--- config.mk ---
export PLATFORM = sky130hd
export DESIGN_NAME = stop_mode_wakeup_timer
export DESIGN_NICKNAME = d
export VERILOG_FILES = /design/src/common/wake_timer_pkg.sv /design/src/verilog/stop_mode_wakeup_timer.sv
export SDC_FILE = /design/constraint.sdc
export NUM_CORES = 1
export LEC_CHECK = 0
export BUFFER_PORTS_ARGS = -buffer_cell sky130_fd_sc_hd__buf_4
export CORE_ASPECT_RATIO = 2
export CORE_MARGIN = 3
export CORE_UTILIZATION = 53
export DETAILED_ROUTE_END_ITERATION = 6
export GPL_TIMING_DRIVEN = 0
export PLACE_DENSITY_LB_ADDON = 0.15
export SKIP_CTS_REPAIR_TIMING = 1
export SYNTH_ARGS = -nofsm -noshare
export SYNTH_HDL_FRONTEND = slang
export SYNTH_SLANG_ARGS = --single-unit
export TNS_END_PERCENT = 30
--- constraint.sdc ---
create_clock -name mclk -period 2.8 [get_ports mclk]
set_clock_uncertainty 0.15 [all_clocks]
set_input_delay 0.14 -clock mclk [delete_from_list [all_inputs] [get_ports mclk]]
set_output_delay 0.14 -clock mclk [all_outputs]
set_load 0.03 [all_outputs]
--- src/common/wake_timer_pkg.sv ---
// Register map, field positions and timing counts of the stop mode wakeup timer.
package wake_timer_pkg;
  localparam logic [7:0] ADDR_PORT_A      = 8'h00;
  localparam logic [7:0] ADDR_KBD_STATUS  = 8'h1a;
  localparam logic [7:0] ADDR_KBD_ENABLE  = 8'h1b;
  localparam logic [7:0] ADDR_OPTION_B    = 8'h1e;
  localparam logic [7:0] ADDR_OPTION_A    = 8'h1f;

  localparam int BIT_WAKE_LATCH   = 6;
  localparam int BIT_PENDING_FLAG = 3;
  localparam int BIT_ACKNOWLEDGE  = 2;
  localparam int BIT_INT_MASK     = 1;
  localparam int BIT_WAKE_INT_EN  = 6;
  localparam int BIT_OSC_KEEP     = 1;
  localparam int BIT_RESET_PIN    = 0;
  localparam int BIT_PERIOD_SEL   = 7;
  localparam int BIT_LV_TRIP      = 3;
  localparam int BIT_SHORT_REC    = 2;
  localparam int BIT_WDOG_DIS     = 0;

  localparam logic [7:0] OPTION_RESET = 8'h00;
  localparam logic [7:0] ZERO_BYTE    = 8'h00;

  localparam int WAKE_SHORT_CYCLES  = 512;
  localparam int WAKE_LONG_CYCLES   = 16384;
  localparam int REC_SHORT_CYCLES   = 32;
  localparam int REC_LONG_CYCLES    = 4096;
  localparam int WDOG_SHORT_CYCLES  = 8176;
  localparam int WDOG_LONG_CYCLES   = 262128;

  localparam int WAKE_W = 14;
  localparam int REC_W  = 12;
  localparam int WDOG_W = 18;

  typedef enum logic [1:0] {
    REC_IDLE,
    REC_COUNT,
    REC_DONE
  } rec_state_t;
endpackage : wake_timer_pkg

--- src/verilog/stop_mode_wakeup_timer.sv ---
// Stop mode wakeup timer with keyboard interrupt merge and write-once option registers.
// What this block does
// - Port A bit reads wakeup latch, read-only.
// - Status register bits 7 to 4 read zero.
// - Pending flag set by keyboard or wakeup request.
// - Acknowledge write clears both requests; reads zero.
// - Mask bit suppresses keyboard and wakeup interrupts.
// - Wakeup enable gates latching of wakeup request.
// - Keep-oscillator bit selects doubled bus clock source.
// - Stop recovery: 32 or 4096 quad clocks.
// - Option registers take one write per reset.
// - Option registers decode at 0x1e and 0x1f.
// - Option register A holds the documented bit order.
// - Outside stop, period select sets watchdog timeout.
// - Reset pin function cleared by power-on only.
// - Counter overflow sets latch when enabled.
// - Wakeup counter restarts from zero at stop entry.
// - Wakeup counting runs only in stop mode.
//
// Our own choices: the strobed register port and the register offsets.
`timescale 1ns/1ps
module stop_mode_wakeup_timer
  import wake_timer_pkg::*;
#(
  parameter logic [WAKE_W-1:0] WAKE_LONG = WAKE_W'(WAKE_LONG_CYCLES),
  parameter logic [WDOG_W-1:0] WDOG_LONG = WDOG_W'(WDOG_LONG_CYCLES)
) (
  input  wire logic       mclk,         // Bus clock times four, 25 MHz.
  input  wire logic       rst_n,        // System reset, async, active low.
  input  wire logic       por_n,        // Power-on reset, async, active low.
  input  wire logic       clk_en,       // Freezes all state while low.
  input  wire logic [7:0] addr,         // Register address.
  input  wire logic [7:0] wdata,        // Register write data.
  input  wire logic       wr,           // Write strobe.
  input  wire logic       rd,           // Read strobe.
  output logic      [7:0] rdata,        // Read data, valid the cycle after rd.
  input  wire logic       stop_mode,    // High while the device is in stop mode.
  input  wire logic       kbd_event,    // Keyboard request pulse from the pin logic.
  input  wire logic       rc_osc,       // Dedicated wakeup oscillator, asynchronous.
  input  wire logic       bus_x2_tick,  // One-cycle tick of the doubled bus clock.
  input  wire logic       wdog_clear,   // Watchdog service pulse.
  output logic            kbd_irq,      // Shared keyboard interrupt request.
  output logic            osc_run_stop, // Keep bus clock source alive in stop.
  output logic            stop_exit,    // Pulse when stop recovery delay has elapsed.
  output logic            wdog_reset,   // Pulse on watchdog timeout.
  output logic            reset_pin_en, // Reset pin function enable.
  output logic            stop_instr_en // Stop instruction enable.
);

  logic any_rst_n;
  assign any_rst_n = rst_n & por_n;

  // Register bus decode.
  logic wr_stat, wr_enab, wr_opt_b, wr_opt_a;
  assign wr_stat  = wr && (addr == ADDR_KBD_STATUS);
  assign wr_enab  = wr && (addr == ADDR_KBD_ENABLE);
  assign wr_opt_b = wr && (addr == ADDR_OPTION_B);
  assign wr_opt_a = wr && (addr == ADDR_OPTION_A);

  // Control and request state.
  logic       wake_latch_r, wake_latch_nxt;
  logic       kbd_req_r, kbd_req_nxt;
  logic       int_mask_r, int_mask_nxt;
  logic       wake_int_en_r, wake_int_en_nxt;
  logic [7:0] opt_a_r, opt_a_nxt;
  logic [7:0] opt_b_r, opt_b_nxt;
  logic       lv_trip_r, lv_trip_nxt;
  logic       reset_pin_r, reset_pin_nxt;
  logic       opt_a_done_r, opt_a_done_nxt;
  logic       opt_b_done_r, opt_b_done_nxt;
  logic       wake_ovf;
  logic       ack;

  // The port A write has no effect here: bit 6 is a latch, not a port bit.
  assign ack = wr_stat && wdata[BIT_ACKNOWLEDGE];

  always_comb begin
    wake_latch_nxt  = wake_latch_r;
    kbd_req_nxt     = kbd_req_r;
    int_mask_nxt    = int_mask_r;
    wake_int_en_nxt = wake_int_en_r;
    opt_a_nxt       = opt_a_r;
    opt_b_nxt       = opt_b_r;
    lv_trip_nxt     = lv_trip_r;
    reset_pin_nxt   = reset_pin_r;
    opt_a_done_nxt  = opt_a_done_r;
    opt_b_done_nxt  = opt_b_done_r;
    // A request arriving with the acknowledge is kept: set wins over clear.
    if (ack) begin
      wake_latch_nxt = 1'b0;
      kbd_req_nxt    = 1'b0;
    end
    if (wake_ovf && wake_int_en_r) begin
      wake_latch_nxt = 1'b1;
    end
    if (kbd_event) begin
      kbd_req_nxt = 1'b1;
    end
    if (wr_stat) begin
      int_mask_nxt = wdata[BIT_INT_MASK];
    end
    if (wr_enab) begin
      wake_int_en_nxt = wdata[BIT_WAKE_INT_EN];
    end
    if (wr_opt_a && !opt_a_done_r) begin
      opt_a_nxt      = wdata;
      lv_trip_nxt    = wdata[BIT_LV_TRIP];
      opt_a_done_nxt = 1'b1;
    end
    if (wr_opt_b && !opt_b_done_r) begin
      opt_b_nxt      = wdata;
      reset_pin_nxt  = wdata[BIT_RESET_PIN];
      opt_b_done_nxt = 1'b1;
    end
  end

  always_ff @(posedge mclk or negedge any_rst_n) begin
    if (!any_rst_n) begin
      wake_latch_r  <= 1'b0;
      kbd_req_r     <= 1'b0;
      int_mask_r    <= 1'b0;
      wake_int_en_r <= 1'b0;
      opt_a_r       <= OPTION_RESET;
      opt_b_r       <= OPTION_RESET;
      opt_a_done_r  <= 1'b0;
      opt_b_done_r  <= 1'b0;
    end else if (clk_en) begin
      wake_latch_r  <= wake_latch_nxt;
      kbd_req_r     <= kbd_req_nxt;
      int_mask_r    <= int_mask_nxt;
      wake_int_en_r <= wake_int_en_nxt;
      opt_a_r       <= opt_a_nxt;
      opt_b_r       <= opt_b_nxt;
      opt_a_done_r  <= opt_a_done_nxt;
      opt_b_done_r  <= opt_b_done_nxt;
    end
  end

  // Trip select and reset pin function survive system resets.
  always_ff @(posedge mclk or negedge por_n) begin
    if (!por_n) begin
      lv_trip_r   <= 1'b0;
      reset_pin_r <= 1'b0;
    end else if (clk_en) begin
      lv_trip_r   <= lv_trip_nxt;
      reset_pin_r <= reset_pin_nxt;
    end
  end

  // Readable option bytes with the power-on-only bits merged in.
  logic [7:0] opt_a_view, opt_b_view;
  always_comb begin
    opt_a_view              = opt_a_r;
    opt_a_view[BIT_LV_TRIP] = lv_trip_r;
    opt_b_view                = opt_b_r;
    opt_b_view[BIT_RESET_PIN] = reset_pin_r;
  end

  logic pending;
  assign pending       = kbd_req_r | wake_latch_r;
  assign kbd_irq       = pending & ~int_mask_r;
  assign osc_run_stop  = opt_b_r[BIT_OSC_KEEP];
  assign reset_pin_en  = reset_pin_r;
  assign stop_instr_en = opt_a_r[BIT_WDOG_DIS + 1];

  // Read data, registered one cycle after the strobe.
  logic [7:0] rdata_r, rdata_nxt;
  always_comb begin
    rdata_nxt = ZERO_BYTE;
    if (rd) begin
      unique case (addr)
        ADDR_PORT_A:     rdata_nxt[BIT_WAKE_LATCH] = wake_latch_r;
        ADDR_KBD_STATUS: begin
          // Upper nibble and the acknowledge bit always read zero.
          rdata_nxt[BIT_PENDING_FLAG] = pending;
          rdata_nxt[BIT_INT_MASK]     = int_mask_r;
        end
        ADDR_KBD_ENABLE: rdata_nxt[BIT_WAKE_INT_EN] = wake_int_en_r;
        ADDR_OPTION_B:   rdata_nxt = opt_b_view;
        ADDR_OPTION_A:   rdata_nxt = opt_a_view;
        default:         rdata_nxt = ZERO_BYTE;
      endcase
    end
  end

  always_ff @(posedge mclk or negedge any_rst_n) begin
    if (!any_rst_n) begin
      rdata_r <= ZERO_BYTE;
    end else if (clk_en) begin
      rdata_r <= rdata_nxt;
    end
  end
  assign rdata = rdata_r;

  // Oscillator synchroniser; a rising edge counts once the second and third stages agree.
  logic osc_s1_r, osc_s2_r, osc_s3_r, osc_lvl_r, osc_lvl_nxt;
  logic osc_tick;
  always_comb begin
    osc_lvl_nxt = (osc_s2_r == osc_s3_r) ? osc_s3_r : osc_lvl_r;
  end
  assign osc_tick = osc_lvl_nxt & ~osc_lvl_r;

  always_ff @(posedge mclk or negedge any_rst_n) begin
    if (!any_rst_n) begin
      osc_s1_r  <= 1'b0;
      osc_s2_r  <= 1'b0;
      osc_s3_r  <= 1'b0;
      osc_lvl_r <= 1'b0;
    end else if (clk_en) begin
      osc_s1_r  <= rc_osc;
      osc_s2_r  <= osc_s1_r;
      osc_s3_r  <= osc_s2_r;
      osc_lvl_r <= osc_lvl_nxt;
    end
  end

  // Wakeup counter, held at zero outside stop so every stop entry starts fresh.
  logic [WAKE_W-1:0] wake_cnt_r, wake_cnt_nxt;
  logic [WAKE_W-1:0] wake_last;
  logic              wake_tick;
  assign wake_tick = osc_run_stop ? bus_x2_tick : osc_tick;
  assign wake_last = opt_a_r[BIT_PERIOD_SEL] ?
                     WAKE_W'(WAKE_SHORT_CYCLES - 1) :
                     WAKE_LONG - WAKE_W'(1);
  assign wake_ovf  = stop_mode && wake_tick && (wake_cnt_r == wake_last);

  always_comb begin
    wake_cnt_nxt = wake_cnt_r;
    if (!stop_mode) begin
      wake_cnt_nxt = '0;
    end else if (wake_tick) begin
      wake_cnt_nxt = (wake_cnt_r == wake_last) ? '0 : wake_cnt_r + WAKE_W'(1);
    end
  end

  always_ff @(posedge mclk or negedge any_rst_n) begin
    if (!any_rst_n) begin
      wake_cnt_r <= '0;
    end else if (clk_en) begin
      wake_cnt_r <= wake_cnt_nxt;
    end
  end

  // Stop recovery: an unmasked request in stop starts the exit delay.
  rec_state_t       rec_st_r, rec_st_nxt;
  logic [REC_W-1:0] rec_cnt_r, rec_cnt_nxt;
  logic [REC_W-1:0] rec_last;
  assign rec_last = opt_a_r[BIT_SHORT_REC] ?
                    REC_W'(REC_SHORT_CYCLES - 1) :
                    REC_W'(REC_LONG_CYCLES - 1);

  always_comb begin
    rec_st_nxt  = rec_st_r;
    rec_cnt_nxt = rec_cnt_r;
    unique case (rec_st_r)
      REC_IDLE: begin
        rec_cnt_nxt = '0;
        if (stop_mode && kbd_irq) begin
          rec_st_nxt = REC_COUNT;
        end
      end
      REC_COUNT: begin
        if (rec_cnt_r == rec_last) begin
          rec_st_nxt = REC_DONE;
        end else begin
          rec_cnt_nxt = rec_cnt_r + REC_W'(1);
        end
      end
      REC_DONE: begin
        // Wait for the core to leave stop so one exit gives one pulse.
        if (!stop_mode) begin
          rec_st_nxt = REC_IDLE;
        end
      end
    endcase
  end
  assign stop_exit = (rec_st_r == REC_COUNT) && (rec_cnt_r == rec_last);

  always_ff @(posedge mclk or negedge any_rst_n) begin
    if (!any_rst_n) begin
      rec_st_r  <= REC_IDLE;
      rec_cnt_r <= '0;
    end else if (clk_en) begin
      rec_st_r  <= rec_st_nxt;
      rec_cnt_r <= rec_cnt_nxt;
    end
  end

  // Watchdog: the same period bit picks its timeout while out of stop.
  logic [WDOG_W-1:0] wdog_cnt_r, wdog_cnt_nxt;
  logic [WDOG_W-1:0] wdog_last;
  logic              wdog_hit;
  assign wdog_last = opt_a_r[BIT_PERIOD_SEL] ?
                     WDOG_W'(WDOG_SHORT_CYCLES - 1) :
                     WDOG_LONG - WDOG_W'(1);
  assign wdog_hit  = !stop_mode && !opt_a_r[BIT_WDOG_DIS] && (wdog_cnt_r == wdog_last);
  assign wdog_reset = wdog_hit;

  always_comb begin
    wdog_cnt_nxt = wdog_cnt_r;
    // Stop clears the count, so the core need not service it around stop.
    if (stop_mode || wdog_clear || opt_a_r[BIT_WDOG_DIS] || wdog_hit) begin
      wdog_cnt_nxt = '0;
    end else begin
      wdog_cnt_nxt = wdog_cnt_r + WDOG_W'(1);
    end
  end

  always_ff @(posedge mclk or negedge any_rst_n) begin
    if (!any_rst_n) begin
      wdog_cnt_r <= '0;
    end else if (clk_en) begin
      wdog_cnt_r <= wdog_cnt_nxt;
    end
  end

endmodule : stop_mode_wakeup_timer

==> flow_metrics.py, run 1 <==
metrics = {
    "detailed_routing": {
        "drtAntennaViolNets": 0,
        "top_layer_used": "met4",
        "routed-wl-met2_um": 5700,
        "route.met3.wl_um": 287,
        "detail_route.drc_violations": 0,
        "dr.pass1.iters": 5,
        "wirelength_um": 9950,
        "wire_per_inst_um": 17.0,
        "initialDrtViolationCount": 220,
        "dr_total_vias": 3509,
        "detail_routed_via_count_per_cell": 6.01,
        "route.layer.met1.wl_um": 3720,
    },
    "yosys": {
        "synth_mux_area_share_pct": 7.99,
        "netlist_top_cells_area": "sky130_fd_sc_hd__dfrtp_1, sky130_fd_sc_hd__mux2_2, sky130_fd_sc_hd__nand2_1, sky130_fd_sc_hd__o21ai_0, sky130_fd_sc_hd__nor2_1",
        "synth_compound_area_share_pct": 12.6,
        "main_combinational_cell_family_by_area_after_synthesis": "simple AND/OR/NAND/NOR gates",
        "synthesis.nets": 452,
        "synthAdderAreaFrac_pct": 1.79,
        "avgSynthCellArea_um2": 10.0,
        "seq_area_frac_synth_pct": 47.7,
        "yosys.area_share.xor_xnor_pct": 3.34,
        "most_frequently_used_cell_type_in_the_post_synthesis_netlist": "sky130_fd_sc_hd__dfrtp_1",
        "netlist.top_cell.by_area": "sky130_fd_sc_hd__dfrtp_1",
        "yosys-top-cells-count": "sky130_fd_sc_hd__dfrtp_1, sky130_fd_sc_hd__nand2_1, sky130_fd_sc_hd__nor2_1",
        "syn-instance-count": 419,
        "post_synthesis_share_of_cell_area_spent_on_and_or_nand_and_nor_gates_pct": 22.8,
        "synth.ff_latch_count": 80,
        "synth_cell_types": 58,
        "number_of_enable_type_register_cells_in_the_synthesized_netlist": 0,
        "synth_largest_type_area_fraction_pct": 47.7,
        "postSynth.asyncResetShare_pct": 100,
        "synthesis.yosys.warnings": 0,
        "netlist_area_mm2": 0.00420,
        "synthFlopType": "sky130_fd_sc_hd__dfrtp_1",
    },
    "worst_setup_path": {
        "capturing_element_type_of_the_critical_path": "output port",
        "required_ps": 2510,
        "cp.arrival_ps": 2080,
        "timing.critical_path.cells": "ha_1 -> nand4_1 -> or4b_1 -> nor3_1 -> buf_4",
        "slowest_stage": "sky130_fd_sc_hd__or4b_1",
        "critPathMaxFanout": 4,
        "cp-start-kind": "register",
        "launch_instance_of_the_worst_register_to_register_path": "rec_st_r[1]$_DFFE_PN0P_",
        "reg2reg_capture_point": "rec_cnt_r[9]$_DFFE_PN0P_",
        "crit_path_buf_inv_count": 1,
        "setup.worst_path.class": "register to output port",
        "number_of_cells_on_the_worst_reg_to_reg_path": 8,
        "worst_path_dominant_cell_family": "simple AND/OR/NAND/NOR gates",
        "reg2reg_setup_slack_ps": 450,
        "timing.critical_path.slowest_cell_delay_ps": 530,
    },
    "clock_tree": {
        "clk_path_buf_depth": 2,
        "clock_latency_ps": 340,
        "cts.sink_count": 80,
        "clock_tree_from_tritoncts": "built",
        "cts_max_level": 3,
        "ctsRootBufferMaster": "sky130_fd_sc_hd__clkbuf_16",
        "clkSlewWorstSetupHoldPaths_ps": 60,
        "cts_buffers": 9,
    },
    "place": {
        "place_congestion": 0.866,
        "post-dp-hpwl_um": 7190,
        "numPortBuffers": 40,
    },
    "timing": {
        "period_share_pct": 84.7,
        "timing.max_slew.rel_slack_pct": 40.4,
        "report.final.slew_viol_count": 0,
        "worst_hold_slack_ps": -24.7,
        "setup_tns_ps": 0,
        "rsz0062_at_grt": "false",
        "timing.final.hold_violations": 1,
        "max_clock_freq_ghz": 0.422,
        "tightest_slew_ps": 889,
        "period_minus_slack_ps": 2370,
        "setup-violations-final": 0,
    },
    "global_routing": {
        "via_count_of_the_first_global_routing_pass": 3502,
        "grt_first_pass_wirelength_um": 16600,
        "global_route.usage.total_pct": 24.1,
        "grt_max_degree": 52,
        "grt_antenna_before_repair": 0,
        "grt_remaining_overflow": 0,
    },
    "layout": {
        "postLayoutCoreUtil_pct": 66.4,
        "fraction_of_layout_instances_using_a_drive_strength_above_1_pct": 19.6,
        "n_fill_cell": 624,
        "area_delta_synth_final_pct": 21.1,
        "nNetsFinal": 518,
        "antenna_cells_inserted": 0,
    },
    "min_path": {
        "holdPathStages": 4,
        "timing.hold.worst.start": "addr[6]",
        "hold_class": "primary input to register",
        "whs_endpoint": "rdata[6]$_DFFE_PN0P_",
    },
    "pwr": {
        "power-per-cell-area_mw_per_mm2": 550,
        "power_leakage_nw": 2.26,
        "power.ir.vdd_worst_uv": 412,
    },
    "job": {
        "count_of_maximum_capacitance_violations": 0,
    },
    "floorplanning": {
        "core_footprint_mm2": 0.00766,
        "floorplan.rows": 45,
        "initial_utilization_pct": 54.8,
        "dieArea_mm2": 0.00908,
        "floorplan.io_pins": 41,
        "die-height_um": 132,
        "die_width_um": 68.9,
    },
    "status": {
        "failed_checks": "negative hold slack",
        "run_status": "complete, but fails checks",
    },
}
-- layout make-up --
cell class | instances | area (um^2) | share of cell area (%)
Tap cell | 94 | 118 | 2.31
Buffer | 16 | 88.8 | 1.75
Clock buffer | 10 | 229 | 4.51
Timing Repair Buffer | 55 | 468 | 9.21
Inverter | 18 | 67.6 | 1.33
Sequential cell | 80 | 2000 | 39.4
Clock inverter | 6 | 70.1 | 1.38
Multi-Input combinational cell | 305 | 2040 | 40.1
-- tightest hold or removal path, stage by stage --
cell,delay [ps]
sky130_fd_sc_hd__buf_4,80
sky130_fd_sc_hd__nor3_1,60
sky130_fd_sc_hd__nand3_1,90
sky130_fd_sc_hd__o2bb2ai_1,60
-- how the worst max path moves through the flow --
stage                                    from  cells after the start  slack [ps]                        to
finish              wdog_cnt_r[0]$_DFFE_PN0P_                      5         430                wdog_reset
global route          rec_st_r[1]$_DFFE_PN0P_                      8         190  rec_cnt_r[7]$_DFFE_PN0P_
CTS                 wdog_cnt_r[0]$_DFFE_PN0P_                      5         390                wdog_reset
detailed placement    rec_st_r[1]$_DFFE_PN0P_                      8         460  rec_cnt_r[9]$_DFFE_PN0P_
global placement                        por_n                      2       -1020  rec_cnt_r[2]$_DFFE_PN0P_
floorplan                               por_n                      1          90    int_mask_r$_DFFE_PN0P_
-- kinds of logic after synthesis --
kind of cell               Yosys count
buffers and inverters               34
AOI/OAI and AO/OA                   80
xor gates and xnor gates            16
DFF                                 80
and+or+nand+nor                    172
adders and majority gates            6
muxes                               31
-- sequential cells by signal (all words and copies together) (netlist names), 2 cells and up --
name        flops
wdog_cnt_r     18
rec_st_r        2
rec_cnt_r      12
opt_b_r         7
opt_a_r         7
rdata           8
wake_cnt_r     14
-- report_power, final --
group          leakage (nW)  total (mW)  switching, mW  internal, mW
Combinational          1.02       0.359          0.217         0.142
Sequential             1.09        1.28         0.0615          1.22
Clock                 0.147        1.16          0.467         0.695
-- layer usage --
layer | GRT usage (%) | vias to the layer above
met5 | 0 | -
met4 | 9.99 | 0
met3 | 4.69 | 19
met2 | 43.1 | 75
met1 | 26.3 | 1736
li1 | - | 1679
-- metrics by stage --
| stage | hold slack [ps] | instances | total power [mW] | area (um^2) | worst slack, ps |
|---|---|---|---|---|---|
| 6_report | -24.7 | 584 | 2.80 | 5080 | 429 |
| 3_5_place_dp | -219 | 554 | 1.64 | 4640 | 459 |
| 2_1_floorplan | -306 | 419 | 1.51 | 4200 | 86.9 |
| 5_1_grt | 34.5 | 584 | 2.93 | 5080 | 187 |
| 4_1_cts | -578 | 570 | 2.81 | 4940 | 392 |
| 3_3_place_gp | -222 | 553 | 1.61 | 4610 | -1020 |
-- placed cells by master (no fill, tap or decap), types with 4 or more instances in the layout --
| cell | n |
|---|---|
| sky130_fd_sc_hd__a31oi_1 | 7 |
| sky130_fd_sc_hd__a21oi_1 | 14 |
| sky130_fd_sc_hd__buf_1 | 4 |
| sky130_fd_sc_hd__mux2i_1 | 11 |
| sky130_fd_sc_hd__clkbuf_16 | 9 |
| sky130_fd_sc_hd__o21ai_0 | 26 |
| sky130_fd_sc_hd__ha_1 | 6 |
| sky130_fd_sc_hd__nand4_1 | 16 |
| sky130_fd_sc_hd__xor2_1 | 8 |
| sky130_fd_sc_hd__mux2_2 | 20 |
| sky130_fd_sc_hd__dlygate4sd3_1 | 14 |
| sky130_fd_sc_hd__nand2_1 | 37 |
| sky130_fd_sc_hd__buf_4 | 40 |
| sky130_fd_sc_hd__o2bb2ai_1 | 10 |
| sky130_fd_sc_hd__and3_1 | 7 |
| sky130_fd_sc_hd__xnor2_1 | 8 |
| sky130_fd_sc_hd__nand2b_1 | 4 |
| sky130_fd_sc_hd__o31ai_1 | 5 |
| sky130_fd_sc_hd__or3_1 | 8 |
| sky130_fd_sc_hd__nor4_1 | 7 |
| sky130_fd_sc_hd__nand3_1 | 21 |
| sky130_fd_sc_hd__dfrtp_1 | 80 |
| sky130_fd_sc_hd__and4_1 | 4 |
| sky130_fd_sc_hd__nor2_1 | 31 |
| sky130_fd_sc_hd__nor3_1 | 10 |
| sky130_fd_sc_hd__clkinv_4 | 4 |
| sky130_fd_sc_hd__inv_1 | 18 |
| sky130_fd_sc_hd__clkbuf_1 | 7 |
Power figures use the tool's default switching activity.
==> inputs of run 2 (changes only) <==
clock period = 2.22 ns   (was 2.8 ns; I/O delays follow)
==> flow_metrics.py, run 2 (same netlist as run 1, synthesis figures left out) <==
metrics = {
    "floorplanning": {
        "floorplan.rows": 45,
        "die-height_um": 132,
        "floorplan.io_pins": 41,
        "initial_utilization_pct": 54.8,
        "dieArea_mm2": 0.00908,
        "die_width_um": 68.9,
        "core_footprint_mm2": 0.00766,
    },
    "clock_tree": {
        "cts.sink_count": 80,
        "cts_buffers": 9,
        "clk_path_buf_depth": 2,
        "clkSlewWorstSetupHoldPaths_ps": 60,
        "clock_latency_ps": 330,
        "ctsRootBufferMaster": "sky130_fd_sc_hd__clkbuf_16",
        "clock_tree_from_tritoncts": "built",
        "cts_max_level": 3,
    },
    "layout": {
        "antenna_cells_inserted": 0,
        "final_cell_mix": "sky130_fd_sc_hd__dfrtp_1, sky130_fd_sc_hd__buf_4, sky130_fd_sc_hd__nand2_1, sky130_fd_sc_hd__nor2_1, sky130_fd_sc_hd__o21ai_0",
        "finish.instance_area_mm2": 0.00520,
        "area_delta_synth_final_pct": 24.0,
        "finish.cell_count_without_fillers": 590,
        "registers.top_by_ff_count": "wdog_cnt_r",
        "nNetsFinal": 525,
        "postLayoutCoreUtil_pct": 67.9,
        "layout.cells.most_common": "sky130_fd_sc_hd__dfrtp_1",
        "fraction_of_layout_instances_using_a_drive_strength_above_1_pct": 22.8,
        "max_reg_flops": 18,
        "largest_registers": "wdog_cnt_r: 18 flops, wake_cnt_r: 14 flops, rec_cnt_r: 12 flops",
        "n_fill_cell": 624,
    },
    "pwr": {
        "design_power_total_mw": 3.51,
        "power-per-cell-area_mw_per_mm2": 676,
        "power.ir.vdd_worst_uv": 512,
        "power_leakage_nw": 2.28,
    },
    "timing": {
        "setup-violations-final": 0,
        "tightest_slew_ps": 633,
        "period_share_pct": 99.4,
        "max_clock_freq_ghz": 0.453,
        "timing.max_slew.rel_slack_pct": 57.3,
        "report.final.slew_viol_count": 0,
        "timing.final.hold_violations": 0,
        "rsz0062_at_grt": "true",
        "timing.final.ws_setup_ps": 12.6,
        "period_minus_slack_ps": 2210,
    },
    "worst_setup_path": {
        "cp.arrival_ps": 2280,
        "critPathMaxFanout": 10,
        "required_ps": 2290,
        "cp-start-kind": "register",
        "capturing_element_type_of_the_critical_path": "register",
        "setup.worst_path.class": "register to register",
    },
    "detailed_routing": {
        "dr.pass1.iters": 4,
        "detail_routed_via_count_per_cell": 5.99,
        "wire_per_inst_um": 17.4,
        "detail_route.drc_violations": 0,
        "drtAntennaViolNets": 0,
        "wirelength_um": 10300,
        "dr_total_vias": 3535,
        "initialDrtViolationCount": 166,
    },
    "min_path": {
        "hold_class": "primary input to register",
    },
    "place": {
        "numPortBuffers": 40,
        "post_dp_cell_area_mm2": 0.00464,
        "pre_cts_slack_ps": -149,
        "place_congestion": 0.877,
        "post-dp-hpwl_um": 7270,
        "dpl.cell_count": 554,
    },
    "global_routing": {
        "grt_first_pass_wirelength_um": 16600,
        "globalRouteMet3Util_pct": 3.92,
        "grt_remaining_overflow": 0,
        "global_route.usage.total_pct": 24.0,
        "met1_track_usage_gr_pct": 27.1,
        "busiest_grt_layer": "met2",
        "grt_max_degree": 48,
        "grt_antenna_before_repair": 0,
        "grt_use_met2_pct": 42.4,
        "via_count_of_the_first_global_routing_pass": 3540,
    },
    "job": {
        "count_of_maximum_capacitance_violations": 0,
    },
    "status": {
        "run_status": "finished clean",
    },
}
-- run 2: cell count changes in the layout (fill, tap and decap cells not counted), sizes merged --
cell / before / now
buf: 49 / 56
clkbuf: 18 / 16
clkinv: 5 / 4
clkinvlp: 0 / 1
dlygate4sd3: 14 / 15
-- run 2: layout make-up --
type / count / area [um^2] / area share, %
Sequential cell: 80 / 2000 / 38.5
Timing Repair Buffer: 62 / 531 / 10.2
Multi-Input combinational cell: 305 / 2100 / 40.4
Buffer: 16 / 92.6 / 1.78
Tap cell: 94 / 118 / 2.26
Clock buffer: 9 / 225 / 4.33
Clock inverter: 6 / 61.3 / 1.18
Inverter: 18 / 67.6 / 1.30
-- run 2: power by group --
group          total [mW]  leakage (nW)  internal, mW  switching [mW]
Clock                1.44         0.141         0.860           0.578
Combinational       0.467          1.06         0.191           0.275
Sequential           1.61          1.08          1.53          0.0762
Total                3.51          2.28          2.58           0.930
-- run 2: critical path, cell delays in order (launching register included) --
cell	delay, ps
sky130_fd_sc_hd__dfrtp_1	430
sky130_fd_sc_hd__ha_4	180
sky130_fd_sc_hd__nand4_1	120
sky130_fd_sc_hd__or4b_4	540
sky130_fd_sc_hd__o31a_4	350
sky130_fd_sc_hd__nor2_4	110
sky130_fd_sc_hd__buf_6	150
sky130_fd_sc_hd__nor2_1	60
-- run 2: layer usage --
layer	up-vias	wire (um)
li1	1684	-
met4	0	236
met1	1763	3870
met5	-	0
met3	20	294
met2	68	5880
-- run 2: final timing paths --
| check | to | cells after the start | from | slack (ps) |
|---|---|---|---|---|
| worst max-delay path | wdog_cnt_r[14]$_DFFE_PN0P_ | 7 | wdog_cnt_r[0]$_DFFE_PN0P_ | 10 |
| worst min-delay path | opt_a_done_r$_DFFE_PN0P_ | 3 | addr[0] | 3 |
| worst max register to register | wdog_cnt_r[14]$_DFFE_PN0P_ | 7 | wdog_cnt_r[0]$_DFFE_PN0P_ | 10 |
| worst min register to register | opt_b_done_r$_DFFE_PN0P_ | 1 | opt_b_done_r$_DFFE_PN0P_ | 330 |
| max in group asynchronous | rec_cnt_r[6]$_DFFE_PN0P_ | 4 | por_n | 1060 |
| min in group asynchronous | wake_cnt_r[8]$_DFFE_PN0P_ | 3 | rst_n | 250 |
-- run 2: stage by stage --
| step | hold slack, ps | setup TNS [ps] |
|---|---|---|
| global placement | -252 | -254 |
| CTS | -605 | -1130 |
| floorplan | -335 | 0 |
| global route | 17.5 | -537 |
| finish | 3.15 | 0 |
| detailed placement | -249 | -496 |
==> inputs of run 3 (changes only) <==
MAX_ROUTING_LAYER = met4   (was not set)
SKIP_CTS_REPAIR_TIMING = not set   (was 1)
==> flow_metrics.py, run 3 (same netlist as run 1, synthesis figures left out) <==
metrics = {
    "worst_setup_path": {
        "slowest_stage": "sky130_fd_sc_hd__dfrtp_1",
        "capturing_element_type_of_the_critical_path": "output port",
        "timing.critical_path.mode_cell": "sky130_fd_sc_hd__buf_6",
        "critPathMaxFanout": 10,
        "cp.arrival_ps": 1940,
        "worst_path_dominant_cell_family": "simple AND/OR/NAND/NOR gates",
        "required_ps": 1960,
        "cp-start-kind": "register",
        "crit_path_buf_inv_count": 3,
        "setup.worst_path.class": "register to output port",
        "timing.critical_path.cells": "nor4_2 -> and4b_1 -> o211a_1 -> buf_6 -> clkbuf_8 -> buf_6",
        "timing.critical_path.slowest_cell_delay_ps": 430,
    },
    "detailed_routing": {
        "detail_route.drc_violations": 0,
        "dr_total_vias": 3552,
        "dr.pass1.iters": 4,
        "wirelength_um": 10300,
        "initialDrtViolationCount": 180,
        "wire_per_inst_um": 17.3,
        "detail_routed_via_count_per_cell": 6.00,
        "drtAntennaViolNets": 0,
    },
    "layout": {
        "nNetsFinal": 527,
        "max_reg_flops": 18,
        "n_fill_cell": 628,
        "area_delta_synth_final_pct": 24.1,
        "largest_registers": "wdog_cnt_r: 18 flops, wake_cnt_r: 14 flops, rec_cnt_r: 12 flops",
        "layout.cells.most_common": "sky130_fd_sc_hd__dfrtp_1",
        "registers.top_by_ff_count": "wdog_cnt_r",
        "antenna_cells_inserted": 0,
        "final_cell_mix": "sky130_fd_sc_hd__dfrtp_1, sky130_fd_sc_hd__buf_4, sky130_fd_sc_hd__nand2_1, sky130_fd_sc_hd__nor2_1, sky130_fd_sc_hd__o21ai_0",
        "postLayoutCoreUtil_pct": 68.0,
        "fraction_of_layout_instances_using_a_drive_strength_above_1_pct": 22.5,
    },
    "timing": {
        "report.final.slew_viol_count": 0,
        "rsz0062_at_grt": "true",
        "tightest_slew_ps": 632,
        "timing.max_slew.rel_slack_pct": 57.4,
        "period_share_pct": 99.2,
        "setup-violations-final": 0,
        "timing.final.hold_violations": 0,
        "setup_tns_ps": 0,
        "max_clock_freq_ghz": 0.454,
        "period_minus_slack_ps": 2200,
    },
    "floorplanning": {
        "core_footprint_mm2": 0.00766,
        "floorplan.io_pins": 41,
        "die_width_um": 68.9,
        "die-height_um": 132,
        "floorplan.rows": 45,
        "dieArea_mm2": 0.00908,
        "initial_utilization_pct": 54.8,
    },
    "clock_tree": {
        "clk_path_buf_depth": 2,
        "cts_buffers": 9,
        "ctsRootBufferMaster": "sky130_fd_sc_hd__clkbuf_16",
        "clock_tree_from_tritoncts": "built",
        "cts.sink_count": 80,
        "clock_latency_ps": 330,
        "clkSlewWorstSetupHoldPaths_ps": 60,
        "cts_max_level": 3,
    },
    "place": {
        "place_congestion": 0.892,
        "post-dp-hpwl_um": 7270,
        "numPortBuffers": 40,
    },
    "pwr": {
        "share_of_total_power_in_combinational_logic_pct": 13.8,
        "power.switching_fraction_pct": 26.4,
        "clock_power_share_pct": 40.7,
        "power.internal_mw": 2.60,
        "power_leakage_nw": 2.29,
        "sequential_share_of_power_pct": 45.5,
        "power-per-cell-area_mw_per_mm2": 679,
        "power.ir.vdd_worst_uv": 512,
        "power.switching_uw": 932,
    },
    "global_routing": {
        "via_count_of_the_first_global_routing_pass": 3706,
        "grt_first_pass_wirelength_um": 17300,
        "grt_remaining_overflow": 0,
        "grt_antenna_before_repair": 0,
        "global_route.usage.total_pct": 25.6,
        "grt_max_degree": 48,
    },
    "status": {
        "run_status": "finished clean",
    },
    "job": {
        "count_of_maximum_capacitance_violations": 0,
    },
    "min_path": {
        "hold_class": "primary input to register",
    },
}
## run 3: layer usage
| metal | wire [um] | track usage, % |
|---|---|---|
| met5 | 0 | - |
| met2 | 5850 | 43.8 |
| met3 | 344 | 4.01 |
| met1 | 3770 | 28.0 |
| met4 | 289 | 11.1 |
## run 3: worst paths after layout
check                                            end                 startpoint  cells after the start  slack (ps)
max                                        stop_exit   rec_cnt_r[7]$_DFFE_PN0P_                      6          20
min                             rdata[6]$_DFFE_PN0P_                    addr[3]                      4          50
max reg2reg                wake_cnt_r[4]$_DFFE_PN0P_  wake_cnt_r[9]$_DFFE_PN0P_                      5          60
min reg2reg                 opt_b_done_r$_DFFE_PN0P_   opt_b_done_r$_DFFE_PN0P_                      1         320
max in group asynchronous   rec_cnt_r[5]$_DFFE_PN0P_                      por_n                      4        1050
min in group asynchronous  wake_cnt_r[8]$_DFFE_PN0P_                      rst_n                      3         250
## run 3: power groups by stage
stage                     clock network (mW)  logic (mW)  registers, mW
after global routing                    1.51       0.553           1.62
after floorplan                            0       0.284           1.62
after global placement                     0       0.403           1.63
after CTS                               1.46       0.461           1.61
final                                   1.44       0.488           1.61
after detailed placement                   0       0.429           1.63
## run 3: timing repair
action | 4_1_cts | 5_1_grt
endpoints found under the hold margin | 56 | 0
endpoints found under the setup margin | 21 | 28
hold buffers | 17 | 0
pin swaps | 3 | 4
resized for setup | 7 | 9
buffers inserted | 4 | 2
## run 3: layout make-up
class | count | area, um^2 | share of cell area (%)
multi-input combinational | 305 | 2090 | 40.2
sequential | 80 | 2000 | 38.5
timing repair buffer | 64 | 547 | 10.5
clock buffer | 9 | 225 | 4.33
tap | 94 | 118 | 2.26
buffer | 16 | 91.3 | 1.75
inverter | 18 | 67.6 | 1.30
clock inverter | 6 | 61.3 | 1.18
## run 3: worst reg2reg max path: stages, from the launching register on
cell,delay (ps)
sky130_fd_sc_hd__dfrtp_1,420
sky130_fd_sc_hd__and3_1,200
sky130_fd_sc_hd__and4_1,240
sky130_fd_sc_hd__o211ai_1,480
sky130_fd_sc_hd__nand3_1,320
sky130_fd_sc_hd__o31ai_1,270
## run 3: metrics by stage
stage	setup WS, ps	cells	instance area, um^2	power (mW)	hold WS (ps)
detailed placement	-149	554	4640	2.06	-249
global route	-38.1	592	5210	3.68	90.9
floorplan	122	419	4200	1.90	-335
finish	18.8	592	5210	3.53	48.0
CTS	8.46	590	5160	3.53	24.9
global placement	-65.9	553	4610	2.03	-252
